<file path="src/rtl/nmt_consts.svh">
`ifndef NMT_CONSTS_SVH
`define NMT_CONSTS_SVH

// ************************************************************
// register offsets
// ************************************************************
`define NMT_SREF_A_ADDR 12'h120
`define NMT_SREF_B_ADDR 12'h121
`define NMT_SYNC_ADDR 12'h300
`define NMT_CH0_CTRL_ADDR 12'h310
`define NMT_CH1_CTRL_ADDR 12'h330
`define NMT_CH2_CTRL_ADDR 12'h350
`define NMT_CH3_CTRL_ADDR 12'h370
// offsets from a channel control register
`define NMT_FTW_LO_OFS 12'h004
`define NMT_FTW_HI_OFS 12'h005
`define NMT_POW_LO_OFS 12'h006
`define NMT_POW_HI_OFS 12'h007
`define NMT_PAV_LO_OFS 12'h008
`define NMT_PAV_HI_OFS 12'h009

// ************************************************************
// field positions
// ************************************************************
`define NMT_CTRL_CPLX_BIT 7
`define NMT_CTRL_MODE_HI 5
`define NMT_CTRL_MODE_LO 4
`define NMT_SYNC_SOFT_BIT 4
`define NMT_SYNC_EN_HI 1
`define NMT_SYNC_EN_LO 0
`define NMT_SREF_EN_BIT 0

// ************************************************************
// reset values
// ************************************************************
`define NMT_CTRL_RST 8'h00
`define NMT_SYNC_RST 8'h00
`define NMT_SREF_RST 8'h00
`define NMT_WORD_RST 12'h000

// ************************************************************
// datapath figures
// ************************************************************
// 0.999 of positive full scale
`define NMT_TEST_LEVEL 16'sh7fde
// sine peak after the 0.05 dB oscillator loss
`define NMT_SINE_PEAK 16'sh7f43
// 0.707 in q15
`define NMT_CPLX_SCALE 16'sh5a82
// a quarter turn of the 4096-step phase circle
`define NMT_QUARTER_TURN 12'h400

`endif

</file>
<file path="src/rtl/nmt_pkg.sv">
package nmt_pkg;

	// if mode field encoding
	typedef enum logic [1:0]
	{
		NMT_MODE_VARIABLE,
		NMT_MODE_ZERO_IF,
		NMT_MODE_QUARTER,
		NMT_MODE_TEST
	} nmt_mode_type;

	// device end state
	typedef struct packed
	{
		logic [7:0] sref_a;
		logic [7:0] sref_b;
		logic [7:0] sync;
		logic [7:0] ctrl;
		logic [11:0] frequency_step_word;
		logic [11:0] phase_start_word;
		logic [11:0] acc;
		logic [1:0] qphase;
		logic out_valid;
		logic signed [15:0] out_i;
		logic signed [15:0] out_q;
		logic [7:0] rdata;
		logic rvalid;
	} nmt_dev_state_type;

	// host end sequencer states
	typedef enum
	{
		NMT_H_IDLE,
		NMT_H_FTW_LO,
		NMT_H_FTW_HI,
		NMT_H_POW_LO,
		NMT_H_POW_HI,
		NMT_H_SYNC_SET,
		NMT_H_SYNC_CLR,
		NMT_H_RD_WAIT
	} nmt_host_fsm_type;

	// host end state
	typedef struct packed
	{
		nmt_host_fsm_type fsm;
		logic [11:0] frequency_step_word;
		logic [11:0] phase_start_word;
		logic [7:0] sync_shadow;
		logic wr;
		logic rd;
		logic [11:0] addr;
		logic [7:0] wdata;
		logic [7:0] rdata;
		logic rdata_valid;
	} nmt_host_state_type;

endpackage

</file>
<file path="src/rtl/nmt_if.sv">
`timescale 1ns/10ps
interface nmt_if;
	// register port
	logic [11:0] reg_addr;
	logic [7:0] reg_wdata;
	logic reg_wr;
	logic reg_rd;
	logic [7:0] reg_rdata;
	logic reg_rvalid;
	// baseband stream
	logic bb_valid;
	logic bb_ready;
	logic signed [15:0] bb_i;
	logic signed [15:0] bb_q;

	modport dev
	(
		input reg_addr, reg_wdata, reg_wr, reg_rd, bb_ready,
		output reg_rdata, reg_rvalid, bb_valid, bb_i, bb_q
	);

	modport hst
	(
		output reg_addr, reg_wdata, reg_wr, reg_rd, bb_ready,
		input reg_rdata, reg_rvalid, bb_valid, bb_i, bb_q
	);
endinterface

</file>
<file path="src/rtl/nmt_device.sv">
// Overview of operation
// - oscillator plus quadrature mixer gives complex baseband
// - control bits 5:4 choose the if mode
// - variable mode runs oscillator and mixer
// - zero-if bypasses mixer, oscillator stopped
// - quarter-rate mode uses dedicated cheap down-mix
// - test mode forces input to 0.999 full scale
// - real mixing loses image plus oscillator loss
// - host should add 6 dB gain afterwards
// - complex mixing scaled by 0.707
// - step word is 12-bit two's complement
// - frequency equals step word times rate over 4096
// - 12-bit phase start word per oscillator
// - host writes steps, then phases, then syncs
// - sync loads phase start, then advance by step
// - soft reset bit 4 resets accumulators
// - enabled reference pulse resets accumulators
// - two multipliers real, four plus adders complex
// - control bit 7 selects real or complex
`timescale 1ns/10ps
`include "nmt_consts.svh"
module nmt_device
#(
	parameter logic [11:0] CTRL_ADDR = `NMT_CH0_CTRL_ADDR
)
(
	input wire logic core_clk_in,
	input wire logic resetn_in,
	nmt_if.dev link,
	input wire logic adc_valid_in,
	output logic adc_ready_out,
	input wire logic signed [15:0] adc_i_in,
	input wire logic signed [15:0] adc_q_in,
	input wire logic system_reference_pulse_in,
	output logic [11:0] phase_accumulator_value_out
);
	import nmt_pkg::*;

	// ************************************************************
	// sine lookup
	// ************************************************************

	// quarter-wave table, index 0..16 of 16 steps per quadrant
	function automatic logic signed [15:0] quarter_sine(input logic [4:0] idx);
		logic signed [15:0] v;
		v = 16'sh0000;
		case (idx)
			5'h00: v = 16'sh0000;
			5'h01: v = 16'sh0c79;
			5'h02: v = 16'sh18d4;
			5'h03: v = 16'sh24f1;
			5'h04: v = 16'sh30b3;
			5'h05: v = 16'sh3bfe;
			5'h06: v = 16'sh46b4;
			5'h07: v = 16'sh50bc;
			5'h08: v = 16'sh59fd;
			5'h09: v = 16'sh6260;
			5'h0a: v = 16'sh69d0;
			5'h0b: v = 16'sh703c;
			5'h0c: v = 16'sh7593;
			5'h0d: v = 16'sh79c8;
			5'h0e: v = 16'sh7cd1;
			5'h0f: v = 16'sh7ea5;
			default: v = `NMT_SINE_PEAK;
		endcase
		return v;
	endfunction

	// sine of a 12-bit phase from its top six bits
	function automatic logic signed [15:0] nco_sine(input logic [11:0] ph);
		logic [4:0] idx;
		logic signed [15:0] mag;
		idx = {1'b0, ph[9:6]};
		if (ph[10])
		begin
			idx = 5'h10 - idx;
		end
		mag = quarter_sine(idx);
		return ph[11] ? -mag : mag;
	endfunction

	// clamp a wide signed value into 16 bits
	function automatic logic signed [15:0] sat16(input logic signed [47:0] v);
		logic signed [15:0] r;
		r = v[15:0];
		if (v > 48'sh0000_0000_7fff)
		begin
			r = 16'sh7fff;
		end
		else if (v < -48'sh0000_0000_8000)
		begin
			r = 16'sh8000;
		end
		return r;
	endfunction

	// ************************************************************
	// state
	// ************************************************************

	nmt_dev_state_type s_r;
	nmt_dev_state_type s_nxt;

	nmt_mode_type mode;
	logic is_cplx;
	logic take;
	logic sync_evt;
	logic signed [15:0] x_i;
	logic signed [15:0] x_q;
	logic signed [15:0] lo_cos;
	logic signed [15:0] lo_sin;
	logic signed [47:0] mix_i;
	logic signed [47:0] mix_q;
	logic signed [47:0] rot_i;
	logic signed [47:0] rot_q;
	logic signed [15:0] res_i;
	logic signed [15:0] res_q;

	// ************************************************************
	// datapath
	// ************************************************************

	// configuration decode
	always_comb
	begin
		mode = nmt_mode_type'(s_r.ctrl[`NMT_CTRL_MODE_HI:`NMT_CTRL_MODE_LO]);
		is_cplx = s_r.ctrl[`NMT_CTRL_CPLX_BIT];
		adc_ready_out = !s_r.out_valid || link.bb_ready;
		take = adc_valid_in && adc_ready_out;
		sync_evt = s_r.sync[`NMT_SYNC_SOFT_BIT] ||
			(system_reference_pulse_in && s_r.sref_a[`NMT_SREF_EN_BIT] &&
			(|s_r.sync[`NMT_SYNC_EN_HI:`NMT_SYNC_EN_LO]));
	end

	// mixer arithmetic for the sample being taken
	always_comb
	begin
		x_i = (mode == NMT_MODE_TEST) ? `NMT_TEST_LEVEL : adc_i_in;
		x_q = is_cplx ? ((mode == NMT_MODE_TEST) ? `NMT_TEST_LEVEL : adc_q_in) : 16'sh0000;
		lo_sin = nco_sine(s_r.acc);
		lo_cos = nco_sine(s_r.acc + `NMT_QUARTER_TURN);
		// real path uses the two x_i products only
		if (is_cplx)
		begin
			mix_i = (48'(x_i * lo_cos) + 48'(x_q * lo_sin)) >>> 15;
			mix_q = (48'(x_q * lo_cos) - 48'(x_i * lo_sin)) >>> 15;
		end
		else
		begin
			mix_i = 48'(x_i * lo_cos) >>> 15;
			mix_q = -(48'(x_i * lo_sin) >>> 15);
		end
		// rotate by 1, -j, -1, +j
		case (s_r.qphase)
			2'd0:
			begin
				rot_i = 48'(x_i);
				rot_q = 48'(x_q);
			end
			2'd1:
			begin
				rot_i = 48'(x_q);
				rot_q = -48'(x_i);
			end
			2'd2:
			begin
				rot_i = -48'(x_i);
				rot_q = -48'(x_q);
			end
			default:
			begin
				rot_i = -48'(x_q);
				rot_q = 48'(x_i);
			end
		endcase
		// quarter-rate result replaces the multiplier path
		if (mode == NMT_MODE_QUARTER)
		begin
			mix_i = rot_i;
			mix_q = rot_q;
		end
		if (is_cplx)
		begin
			mix_i = (mix_i * 48'(`NMT_CPLX_SCALE)) >>> 15;
			mix_q = (mix_q * 48'(`NMT_CPLX_SCALE)) >>> 15;
		end
		// real path keeps full-scale products, image left to filters
		res_i = sat16(mix_i);
		res_q = sat16(mix_q);
		if (mode == NMT_MODE_ZERO_IF)
		begin
			res_i = adc_i_in;
			res_q = is_cplx ? adc_q_in : 16'sh0000;
		end
	end

	// ************************************************************
	// next state
	// ************************************************************

	always_comb
	begin
		s_nxt = s_r;
		s_nxt.rvalid = 1'b0;
		// register writes
		if (link.reg_wr)
		begin
			case (link.reg_addr)
				`NMT_SREF_A_ADDR: s_nxt.sref_a = link.reg_wdata;
				`NMT_SREF_B_ADDR: s_nxt.sref_b = link.reg_wdata;
				`NMT_SYNC_ADDR: s_nxt.sync = link.reg_wdata;
				CTRL_ADDR: s_nxt.ctrl = link.reg_wdata;
				CTRL_ADDR + `NMT_FTW_LO_OFS: s_nxt.frequency_step_word[7:0] = link.reg_wdata;
				CTRL_ADDR + `NMT_FTW_HI_OFS: s_nxt.frequency_step_word[11:8] = link.reg_wdata[3:0];
				CTRL_ADDR + `NMT_POW_LO_OFS: s_nxt.phase_start_word[7:0] = link.reg_wdata;
				CTRL_ADDR + `NMT_POW_HI_OFS: s_nxt.phase_start_word[11:8] = link.reg_wdata[3:0];
				default: s_nxt.sref_b = s_nxt.sref_b;
			endcase
		end
		// register reads, answered next cycle, unmapped as zero
		if (link.reg_rd)
		begin
			s_nxt.rvalid = 1'b1;
			case (link.reg_addr)
				`NMT_SREF_A_ADDR: s_nxt.rdata = s_r.sref_a;
				`NMT_SREF_B_ADDR: s_nxt.rdata = s_r.sref_b;
				`NMT_SYNC_ADDR: s_nxt.rdata = s_r.sync;
				CTRL_ADDR: s_nxt.rdata = s_r.ctrl;
				CTRL_ADDR + `NMT_FTW_LO_OFS: s_nxt.rdata = s_r.frequency_step_word[7:0];
				CTRL_ADDR + `NMT_FTW_HI_OFS: s_nxt.rdata = {4'h0, s_r.frequency_step_word[11:8]};
				CTRL_ADDR + `NMT_POW_LO_OFS: s_nxt.rdata = s_r.phase_start_word[7:0];
				CTRL_ADDR + `NMT_POW_HI_OFS: s_nxt.rdata = {4'h0, s_r.phase_start_word[11:8]};
				CTRL_ADDR + `NMT_PAV_LO_OFS: s_nxt.rdata = s_r.acc[7:0];
				CTRL_ADDR + `NMT_PAV_HI_OFS: s_nxt.rdata = {4'h0, s_r.acc[11:8]};
				default: s_nxt.rdata = 8'h00;
			endcase
		end
		// output drained
		if (s_r.out_valid && link.bb_ready)
		begin
			s_nxt.out_valid = 1'b0;
		end
		// sample taken
		if (take)
		begin
			s_nxt.out_valid = 1'b1;
			s_nxt.out_i = res_i;
			s_nxt.out_q = res_q;
			s_nxt.qphase = s_r.qphase + 2'd1;
			// advance once per sample, wrap modulo 4096
			// step word sets frequency as ftw/4096 of rate
			if (mode == NMT_MODE_VARIABLE || mode == NMT_MODE_TEST)
			begin
				s_nxt.acc = s_r.acc + s_r.frequency_step_word;
			end
		end
		// sync loads the phase start word
		if (sync_evt)
		begin
			s_nxt.acc = s_r.phase_start_word;
			s_nxt.qphase = 2'd0;
		end
	end

	// ************************************************************
	// registers and outputs
	// ************************************************************

	always_ff @(posedge core_clk_in or negedge resetn_in)
	begin
		if (!resetn_in)
		begin
			s_r <= '{sref_a: `NMT_SREF_RST, sref_b: `NMT_SREF_RST, sync: `NMT_SYNC_RST,
				ctrl: `NMT_CTRL_RST, frequency_step_word: `NMT_WORD_RST, phase_start_word: `NMT_WORD_RST,
				acc: `NMT_WORD_RST, qphase: 2'd0, out_valid: 1'b0,
				out_i: 16'sh0000, out_q: 16'sh0000, rdata: 8'h00, rvalid: 1'b0};
		end
		else
		begin
			s_r <= s_nxt;
		end
	end

	// stream and register answers
	assign link.bb_valid = s_r.out_valid;
	assign link.bb_i = s_r.out_i;
	assign link.bb_q = s_r.out_q;
	assign link.reg_rdata = s_r.rdata;
	assign link.reg_rvalid = s_r.rvalid;
	assign phase_accumulator_value_out = s_r.acc;
endmodule

</file>
<file path="src/flat_wrapper.sv">
// flat-port wrapper written by rule: the top's interface ports become plain ports
module nmt_device_flat import nmt_pkg::*;
#(
	parameter logic [11:0] CTRL_ADDR = `NMT_CH0_CTRL_ADDR
)
  (core_clk_in, resetn_in, adc_valid_in, adc_ready_out, adc_i_in, adc_q_in, system_reference_pulse_in, phase_accumulator_value_out, link_reg_addr, link_reg_wdata, link_reg_wr, link_reg_rd, link_bb_ready, link_reg_rdata, link_reg_rvalid, link_bb_valid, link_bb_i, link_bb_q);
  nmt_if link_i ();
  input wire logic core_clk_in;
  input wire logic resetn_in;
  input wire logic adc_valid_in;
  output logic adc_ready_out;
  input wire logic signed [15:0] adc_i_in;
  input wire logic signed [15:0] adc_q_in;
  input wire logic system_reference_pulse_in;
  output logic [11:0] phase_accumulator_value_out;
  input wire logic [$bits(link_i.reg_addr)-1:0] link_reg_addr;
  input wire logic [$bits(link_i.reg_wdata)-1:0] link_reg_wdata;
  input wire logic [$bits(link_i.reg_wr)-1:0] link_reg_wr;
  input wire logic [$bits(link_i.reg_rd)-1:0] link_reg_rd;
  input wire logic [$bits(link_i.bb_ready)-1:0] link_bb_ready;
  output wire logic [$bits(link_i.reg_rdata)-1:0] link_reg_rdata;
  output wire logic [$bits(link_i.reg_rvalid)-1:0] link_reg_rvalid;
  output wire logic [$bits(link_i.bb_valid)-1:0] link_bb_valid;
  output wire logic [$bits(link_i.bb_i)-1:0] link_bb_i;
  output wire logic [$bits(link_i.bb_q)-1:0] link_bb_q;
  assign link_i.reg_addr = link_reg_addr;
  assign link_i.reg_wdata = link_reg_wdata;
  assign link_i.reg_wr = link_reg_wr;
  assign link_i.reg_rd = link_reg_rd;
  assign link_i.bb_ready = link_bb_ready;
  assign link_reg_rdata = link_i.reg_rdata;
  assign link_reg_rvalid = link_i.reg_rvalid;
  assign link_bb_valid = link_i.bb_valid;
  assign link_bb_i = link_i.bb_i;
  assign link_bb_q = link_i.bb_q;
  nmt_device #(.CTRL_ADDR(CTRL_ADDR)) u_core (.core_clk_in(core_clk_in), .resetn_in(resetn_in), .link(link_i), .adc_valid_in(adc_valid_in), .adc_ready_out(adc_ready_out), .adc_i_in(adc_i_in), .adc_q_in(adc_q_in), .system_reference_pulse_in(system_reference_pulse_in), .phase_accumulator_value_out(phase_accumulator_value_out));
endmodule
</file>
<file path="config.mk">
export PLATFORM = sky130hd
export DESIGN_NAME = nmt_device_flat
export DESIGN_NICKNAME = d
export VERILOG_FILES = /design/src/rtl/nmt_pkg.sv /design/src/rtl/nmt_if.sv /design/src/rtl/nmt_device.sv /design/src/flat_wrapper.sv
export VERILOG_INCLUDE_DIRS = /design/src /design/src/rtl
export SDC_FILE = /design/constraint.sdc
export NUM_CORES = 2
export LEC_CHECK = 0
export BUFFER_PORTS_ARGS = -buffer_cell sky130_fd_sc_hd__clkbuf_2
export CAP_MARGIN = 5
export CORE_MARGIN = 2
export CORE_UTILIZATION = 42
export DETAILED_ROUTE_END_ITERATION = 8
export GPL_TIMING_DRIVEN = 0
export HOLD_SLACK_MARGIN = 0.02
export PLACE_DENSITY_LB_ADDON = 0.15
export SYNTH_ARGS = -nofsm -noshare
export SYNTH_HDL_FRONTEND = slang
export SYNTH_SLANG_ARGS = --single-unit
</file>
<file path="constraint.sdc">
create_clock -name core_clk_in -period 23.2 [get_ports core_clk_in]
set_clock_uncertainty 0.2 [all_clocks]
set_input_delay 1.16 -clock core_clk_in [delete_from_list [all_inputs] [get_ports core_clk_in]]
set_output_delay 1.16 -clock core_clk_in [all_outputs]
set_load 0.005 [all_outputs]
</file>
After elaboration in Yosys (flattened, before gate mapping):

Memories as Yosys holds them, arrays and structs flattened.
Cells that the tools add are included.

* order comparisons: 4
* reductions and logical operators: 23
* $mul: 6
* eq/ne operators: 15
* add/subtract/negate cells: 12
* mux-type cells: 30

Operator list (number)
* $mux 48: 6
* $pmux 48 s3: 2
* $mux 16: 14
* $mul 16x16->32: 4
* $eq 12x10->1 const B: 8
* $gt 48x16->1 const B: 2
* $lt 48x16->1 const B: 2
* $mul 48x15->47 const B: 2
* $neg 16->48: 2
* $pmux 8 s10: 1
* $add 48x48->48: 1
* $neg 17->48: 1
* $mux 47: 1
* $sub 32x32->33: 1
* $neg 16->16: 2
* $eq 12x9->1 const B: 2
* $reduce_and 2->1: 9
* $mux 14: 1
* $add 12x11->12 const B: 1
* $add 12x12->12: 1
* $mux 12: 1
* $mux 5: 2
* $sub 5x4->5 const A: 2
* $eq 2x2->1 const B: 3
* other kinds (9): 19

* bits of input ports: 59
* word-level logic and storage cells: 107
* memories kept: 2
* memory bits (read-only): 480
* output and inout port bits: 55
* register bits: 112

Memory list
* (no name shown): words 16, bits a word 15, rd ports 1, clocked after Yosys merged registers in 0, wr ports 0, line nmt_device.sv:47 `case (idx)`
* (no name shown): words 16, bits a word 15, rd ports 1, clocked after Yosys merged registers in 0, wr ports 0, line nmt_device.sv:47

Logic depth before layout (Yosys ltp):

An unclocked memory read counts as a cell.

* depth in word-level cells: 19
* mapped depth: 89
* gate-level depth less buffers: 84

Worst setup path before layout:

No wires, ideal clock.

* path kind: reg-to-reg
* from: register u_core.s_r (netlist bit u_core.phase_accumulator_value_out[6])
* to: register u_core.s_r (netlist bit u_core.link.bb_q[10])
* buffers on the path: 7
* data arrival time: 20.606 ns
* required time: 22.874 ns
* path slack: 2.268 ns
* setup time: 0.126 ns
* cell stages (with the launch flop): 86
* cells stage by stage: dfrtp_1 buf_2 inv_1 ha_1 nand2_1 o21ai_1 inv_1 ha_1 mux2_2 nor2_1 nor2_1 nor2_1 clkbuf_1 ha_1 and2_1 nand3_1 or3b_2 o21ai_0 [50 not listed] fa_1 ha_1 ha_1 a21oi_1 o21bai_1 a21oi_1 o21ai_0 a221o_1 a311o_1 and2_1 or3_1 nand4_1 nand4b_1 nor4_1 nand4_1 o21ai_1 buf_2 a21oi_1

* word-level cells in the longest chain between the ends: 17
* elaborated cells between the ends (all ways): 26

Ends and longest elaborated chain
* start: declaration: line nmt_device.sv:101 `nmt_dev_state_type s_r;`
* start signal: assignment: line nmt_device.sv:273 `` s_r <= '{sref_a: `NMT_SREF_RST, sref_b: `NMT_SREF_RST, sync: `NMT_SYNC_RST, ``
* start signal: assignment: line nmt_device.sv:280 `s_r <= s_nxt;`
* $add 12x11->12 (no source line)
* $sub 5x4->5: line nmt_device.sv:76 `idx = 5'h10 - idx;`
* $mux 5: line nmt_device.sv:74 `if (ph[10])`
* $mem_v2 16x15
* $mux 16: line nmt_device.sv:47
* $neg 16->16: line nmt_device.sv:79 `return ph[11] ? -mag : mag;`
* $mux 16: line nmt_device.sv:79
* $mul 16x16->32: line nmt_device.sv:146 `mix_q = (48'(x_q * lo_cos) - 48'(x_i * lo_sin)) >>> 15;`
* $sub 32x32->33: line nmt_device.sv:146
* $mux 48 (*): line nmt_device.sv:143 `if (is_cplx)`
* $mux 48 (*): line nmt_device.sv:177 `if (mode == NMT_MODE_QUARTER)`
* $mul 48x15->47: line nmt_device.sv:185 `` mix_q = (mix_q * 48'(`NMT_CPLX_SCALE)) >>> 15; ``
* $mux 48 (*): line nmt_device.sv:182 `if (is_cplx)`
* $lt 48x16->1: line nmt_device.sv:90 `else if (v < -48'sh0000_0000_8000)`
* $mux 16: line nmt_device.sv:90
* $mux 16 (*): line nmt_device.sv:86 `if (v > 48'sh0000_0000_7fff)`
* $mux 16 (*): line nmt_device.sv:190 `if (mode == NMT_MODE_ZERO_IF)`

Mark *: on every way between the ends. The rest lies on a longest branch, timed or not.
A chain may end at the register's enable or synchronous reset.

Worst setup path in the final report:

* from: register u_core.s_r (netlist bit u_core.phase_accumulator_value_out[6])
* to: register u_core.s_r (netlist bit u_core.link.bb_q[13])

Same word-level chain as after synthesis.

==> results.yml <==
place:
  port_buffers: 111
  globalplace.congestion: 1.025
  place_ws_ns: -4.793
  dpl.hpwl_mm: 226.9
worst_setup_path:
  crit_path_max_incr_delay_ns: 0.57
  critical_path_maximum_fanout: 12
  worst_setup_path_end_kind: "flop"
  critPathBufInv: 15
  criticalPathCategory: "flop to flop"
  crit_top_cell: "fa_1"
  setup_crit_start_kind: "flop"
  wp_data_required_ns: 23.31
  path_delay_family: "adder cells"
  crit_path_top_delay_cell: "fa_1"
  worstPathArrival_ns: 22.72
synth:
  synthAdderAreaFrac: 0.5559
  postSynth.asyncResetShare: 1.000
  ys_warn_count: 0
  yosysUniqueCellTypes: 102
  share_of_the_synthesized_area_in_the_top_cell_type: 0.3978
  yosys-mux-area-fraction: 0.02189
  post_synth_inst_count: 7823
  synth_most_common_cell: "inv_1"
  synth-simple-area-share: 0.1330
  ys_ff_latch: 112
  synth_area_per_cell_sq_um: 8.722
  synth_top_cells_by_count: "inv_1 (1612), fa_1 (1356), ha_1 (862)"
  synthTopCellsByArea: "fa_1 (40%), ha_1 (16%), inv_1 (8.9%)"
  synth_top_family_by_area: "adder cells"
  prevailing_post_synth_register_cell: "dfrtp_1"
  synth.yosys.seq_area_share: 0.04107
  area_fraction_in_compound_gates_after_synthesis: 0.09970
  synth_xor_xnor_area_share: 0.03594
  synth_largest_area_cell: "fa_1"
  synthesis.nets: 10100
  post_synth_instance_area_sq_mm: 0.06824
  number_of_enable_type_register_cells_in_the_synthesized_netlist: 0
outcome:
  status: "finished, final reports clean"
sta:
  finalSetupViolCount: 0
  fin_crit_share: 0.9747
  final_count_of_hold_timing_violations: 0
  finalMaxSlewViolations: 0
  tightestPinTransition_ns: 1.461
  timing.final.ws_setup_ns: 0.5867
  finalWorstPathRequiredPeriod_ns: 22.61
  max_slew_margin: 0.01926
  max_clock_freq_ghz: 0.04422
  final.setup.tns_ns: 0
clock_tree:
  numCtsBuffers: 9
  ctsHoldBuffers: 0
  clk_pin_slew_worst_paths_ns: 0.11
  cts.root.buffer_cell: "clkbuf_16"
  tritoncts: "built"
  cts.path.max_buffers: 2
  cts_sinks: 112
  cts-htree-levels: 3
  clock_insertion_delay_worst_skew_ns: 0.40
drt:
  drt-vias-per-instance: 5.552
  totalWireLength_mm: 265.5
  route.detailed.drc: 0
  drt_first_pass_iters: 6
  antenna_left: 0
  routed_wire_length_per_instance_um: 26.05
  via_count: 56580
  first_iteration_detailed_routing_drc_count: 4729
floorplanning:
  die_w_um: 407.1
  num_io_pins: 114
  floorplan.die_area_sq_mm: 0.1657
  initial_core_util: 0.4240
  placeableCoreArea_sq_mm: 0.1609
  dieHeight_um: 407.1
  fp-row-count: 147
global_route:
  grt_pass1_wl_mm: 391.0
  grt_start_max_net_pins: 77
  grt_antenna_before_repair: 20
  grt_pass1_vias: 59030
  groute.usage.overall: 0.3261
  gr-total-overflow: 0
final_layout:
  num-nets-final: 10300
  drive_gt1_frac: 0.07450
  syn_to_final_growth_pct: 8.261
worst_hold_path:
  holdCritPathClass: "flop to flop"
run:
  max_cap_viol_count: 0
sequential cells by signal (all words and copies together), names as in the netlist:
signal	cells
u_core.is_cplx	1
u_core.link.bb_i	16
u_core.link.bb_q	16
u_core.link.bb_valid	1
u_core.link.reg_rdata	8
u_core.link.reg_rvalid	1
u_core.mode	2
u_core.phase_accumulator_value_out	12
u_core.s_r	55
per-stage QoR:
stage          instances  utilization  hold WS (ns)  area [sq um]
2_1_floorplan       7823            -        0.2498         68240
3_3_place_gp       10090       0.4442        0.2760         71490
3_5_place_dp       10140       0.4486        0.2758         72200
4_1_cts            10160       0.4546        0.3057         73160
5_1_grt            10190       0.4590        0.3259         73860
6_report           10190       0.4590        0.2988         73870
metal layers:
layer / track usage / part of all wire / vias up
met1: 0.4090 / 0.39 / 28720
met5: 0 / 0.00043 / -
met4: 0.1853 / 0.073 / 16
met2: 0.5234 / 0.45 / 2310
li1: - / - / 24980
met3: 0.06673 / 0.084 / 551
final timing paths:
path	start	depth (start not counted)	slack [ns]	endpoint
max	u_core.phase_accumulator_value_out[6]	80	0.59	u_core.link.bb_q[13]
min	u_core.link.bb_i[5]	2	0.30	u_core.link.bb_i[5]
max reg2reg	u_core.phase_accumulator_value_out[6]	80	0.59	u_core.link.bb_q[13]
min reg2reg	u_core.link.bb_i[5]	2	0.30	u_core.link.bb_i[5]
max in group asynchronous	resetn_in	2	21.57	u_core.link.bb_q[0]
min in group asynchronous	resetn_in	1	0.46	u_core.link.bb_valid
cell families after synthesis:
group	count (synthesis)
buf+inv	1983
xor+xnor	280
mux	135
other cells	1
simple gates	2057
fa+ha+maj	2218
compound gates	1037
flops	112
layout make-up:
type	count	area [sq um]
antenna	5	12.51
buffer	357	1692
clock buffer	9	225.2
clock inverter	7	97.59
fill	16120	87060
inverter	1616	6073
multi-input combinational	5728	58780
sequential	112	2806
tap	2160	2703
timing repair buffer	198	1488
what timing repair did:
action | 4_1_cts | 5_1_grt
pin swaps | 3 | 20
setup buffers | 5 | 35
endpoints found under the setup margin | 32 | 32
gates resized for setup | 135 | 121
layout by cell type, fill, tap and decap left out, drive strengths merged, types with 74 or more instances in the layout:
master	count
a21o	88
dfrtp	112
nor2	665
nor3	79
clkbuf	399
buf	165
nand3	96
nand2	824
ha	862
a21oi	302
fa	1356
xnor2	214
inv	1615
and2	74
o21ai	229
worst reg2reg max path, delay by kind of cell, from the launching register on:
kind                     cells  cell delay, ns
XOR/XNOR                     3            0.90
flip-flops                   1            0.49
buffers and inverters       15            2.20
AO/OA/AOI/OAI               13            3.54
adder cells (fa/ha/maj)     24           10.40
AND/OR/NAND/NOR             24            4.50
multiplexers                 1            0.30
Power is not shown: default switching activity piles up to over one toggle a cycle in this logic, so the estimate is an artifact.
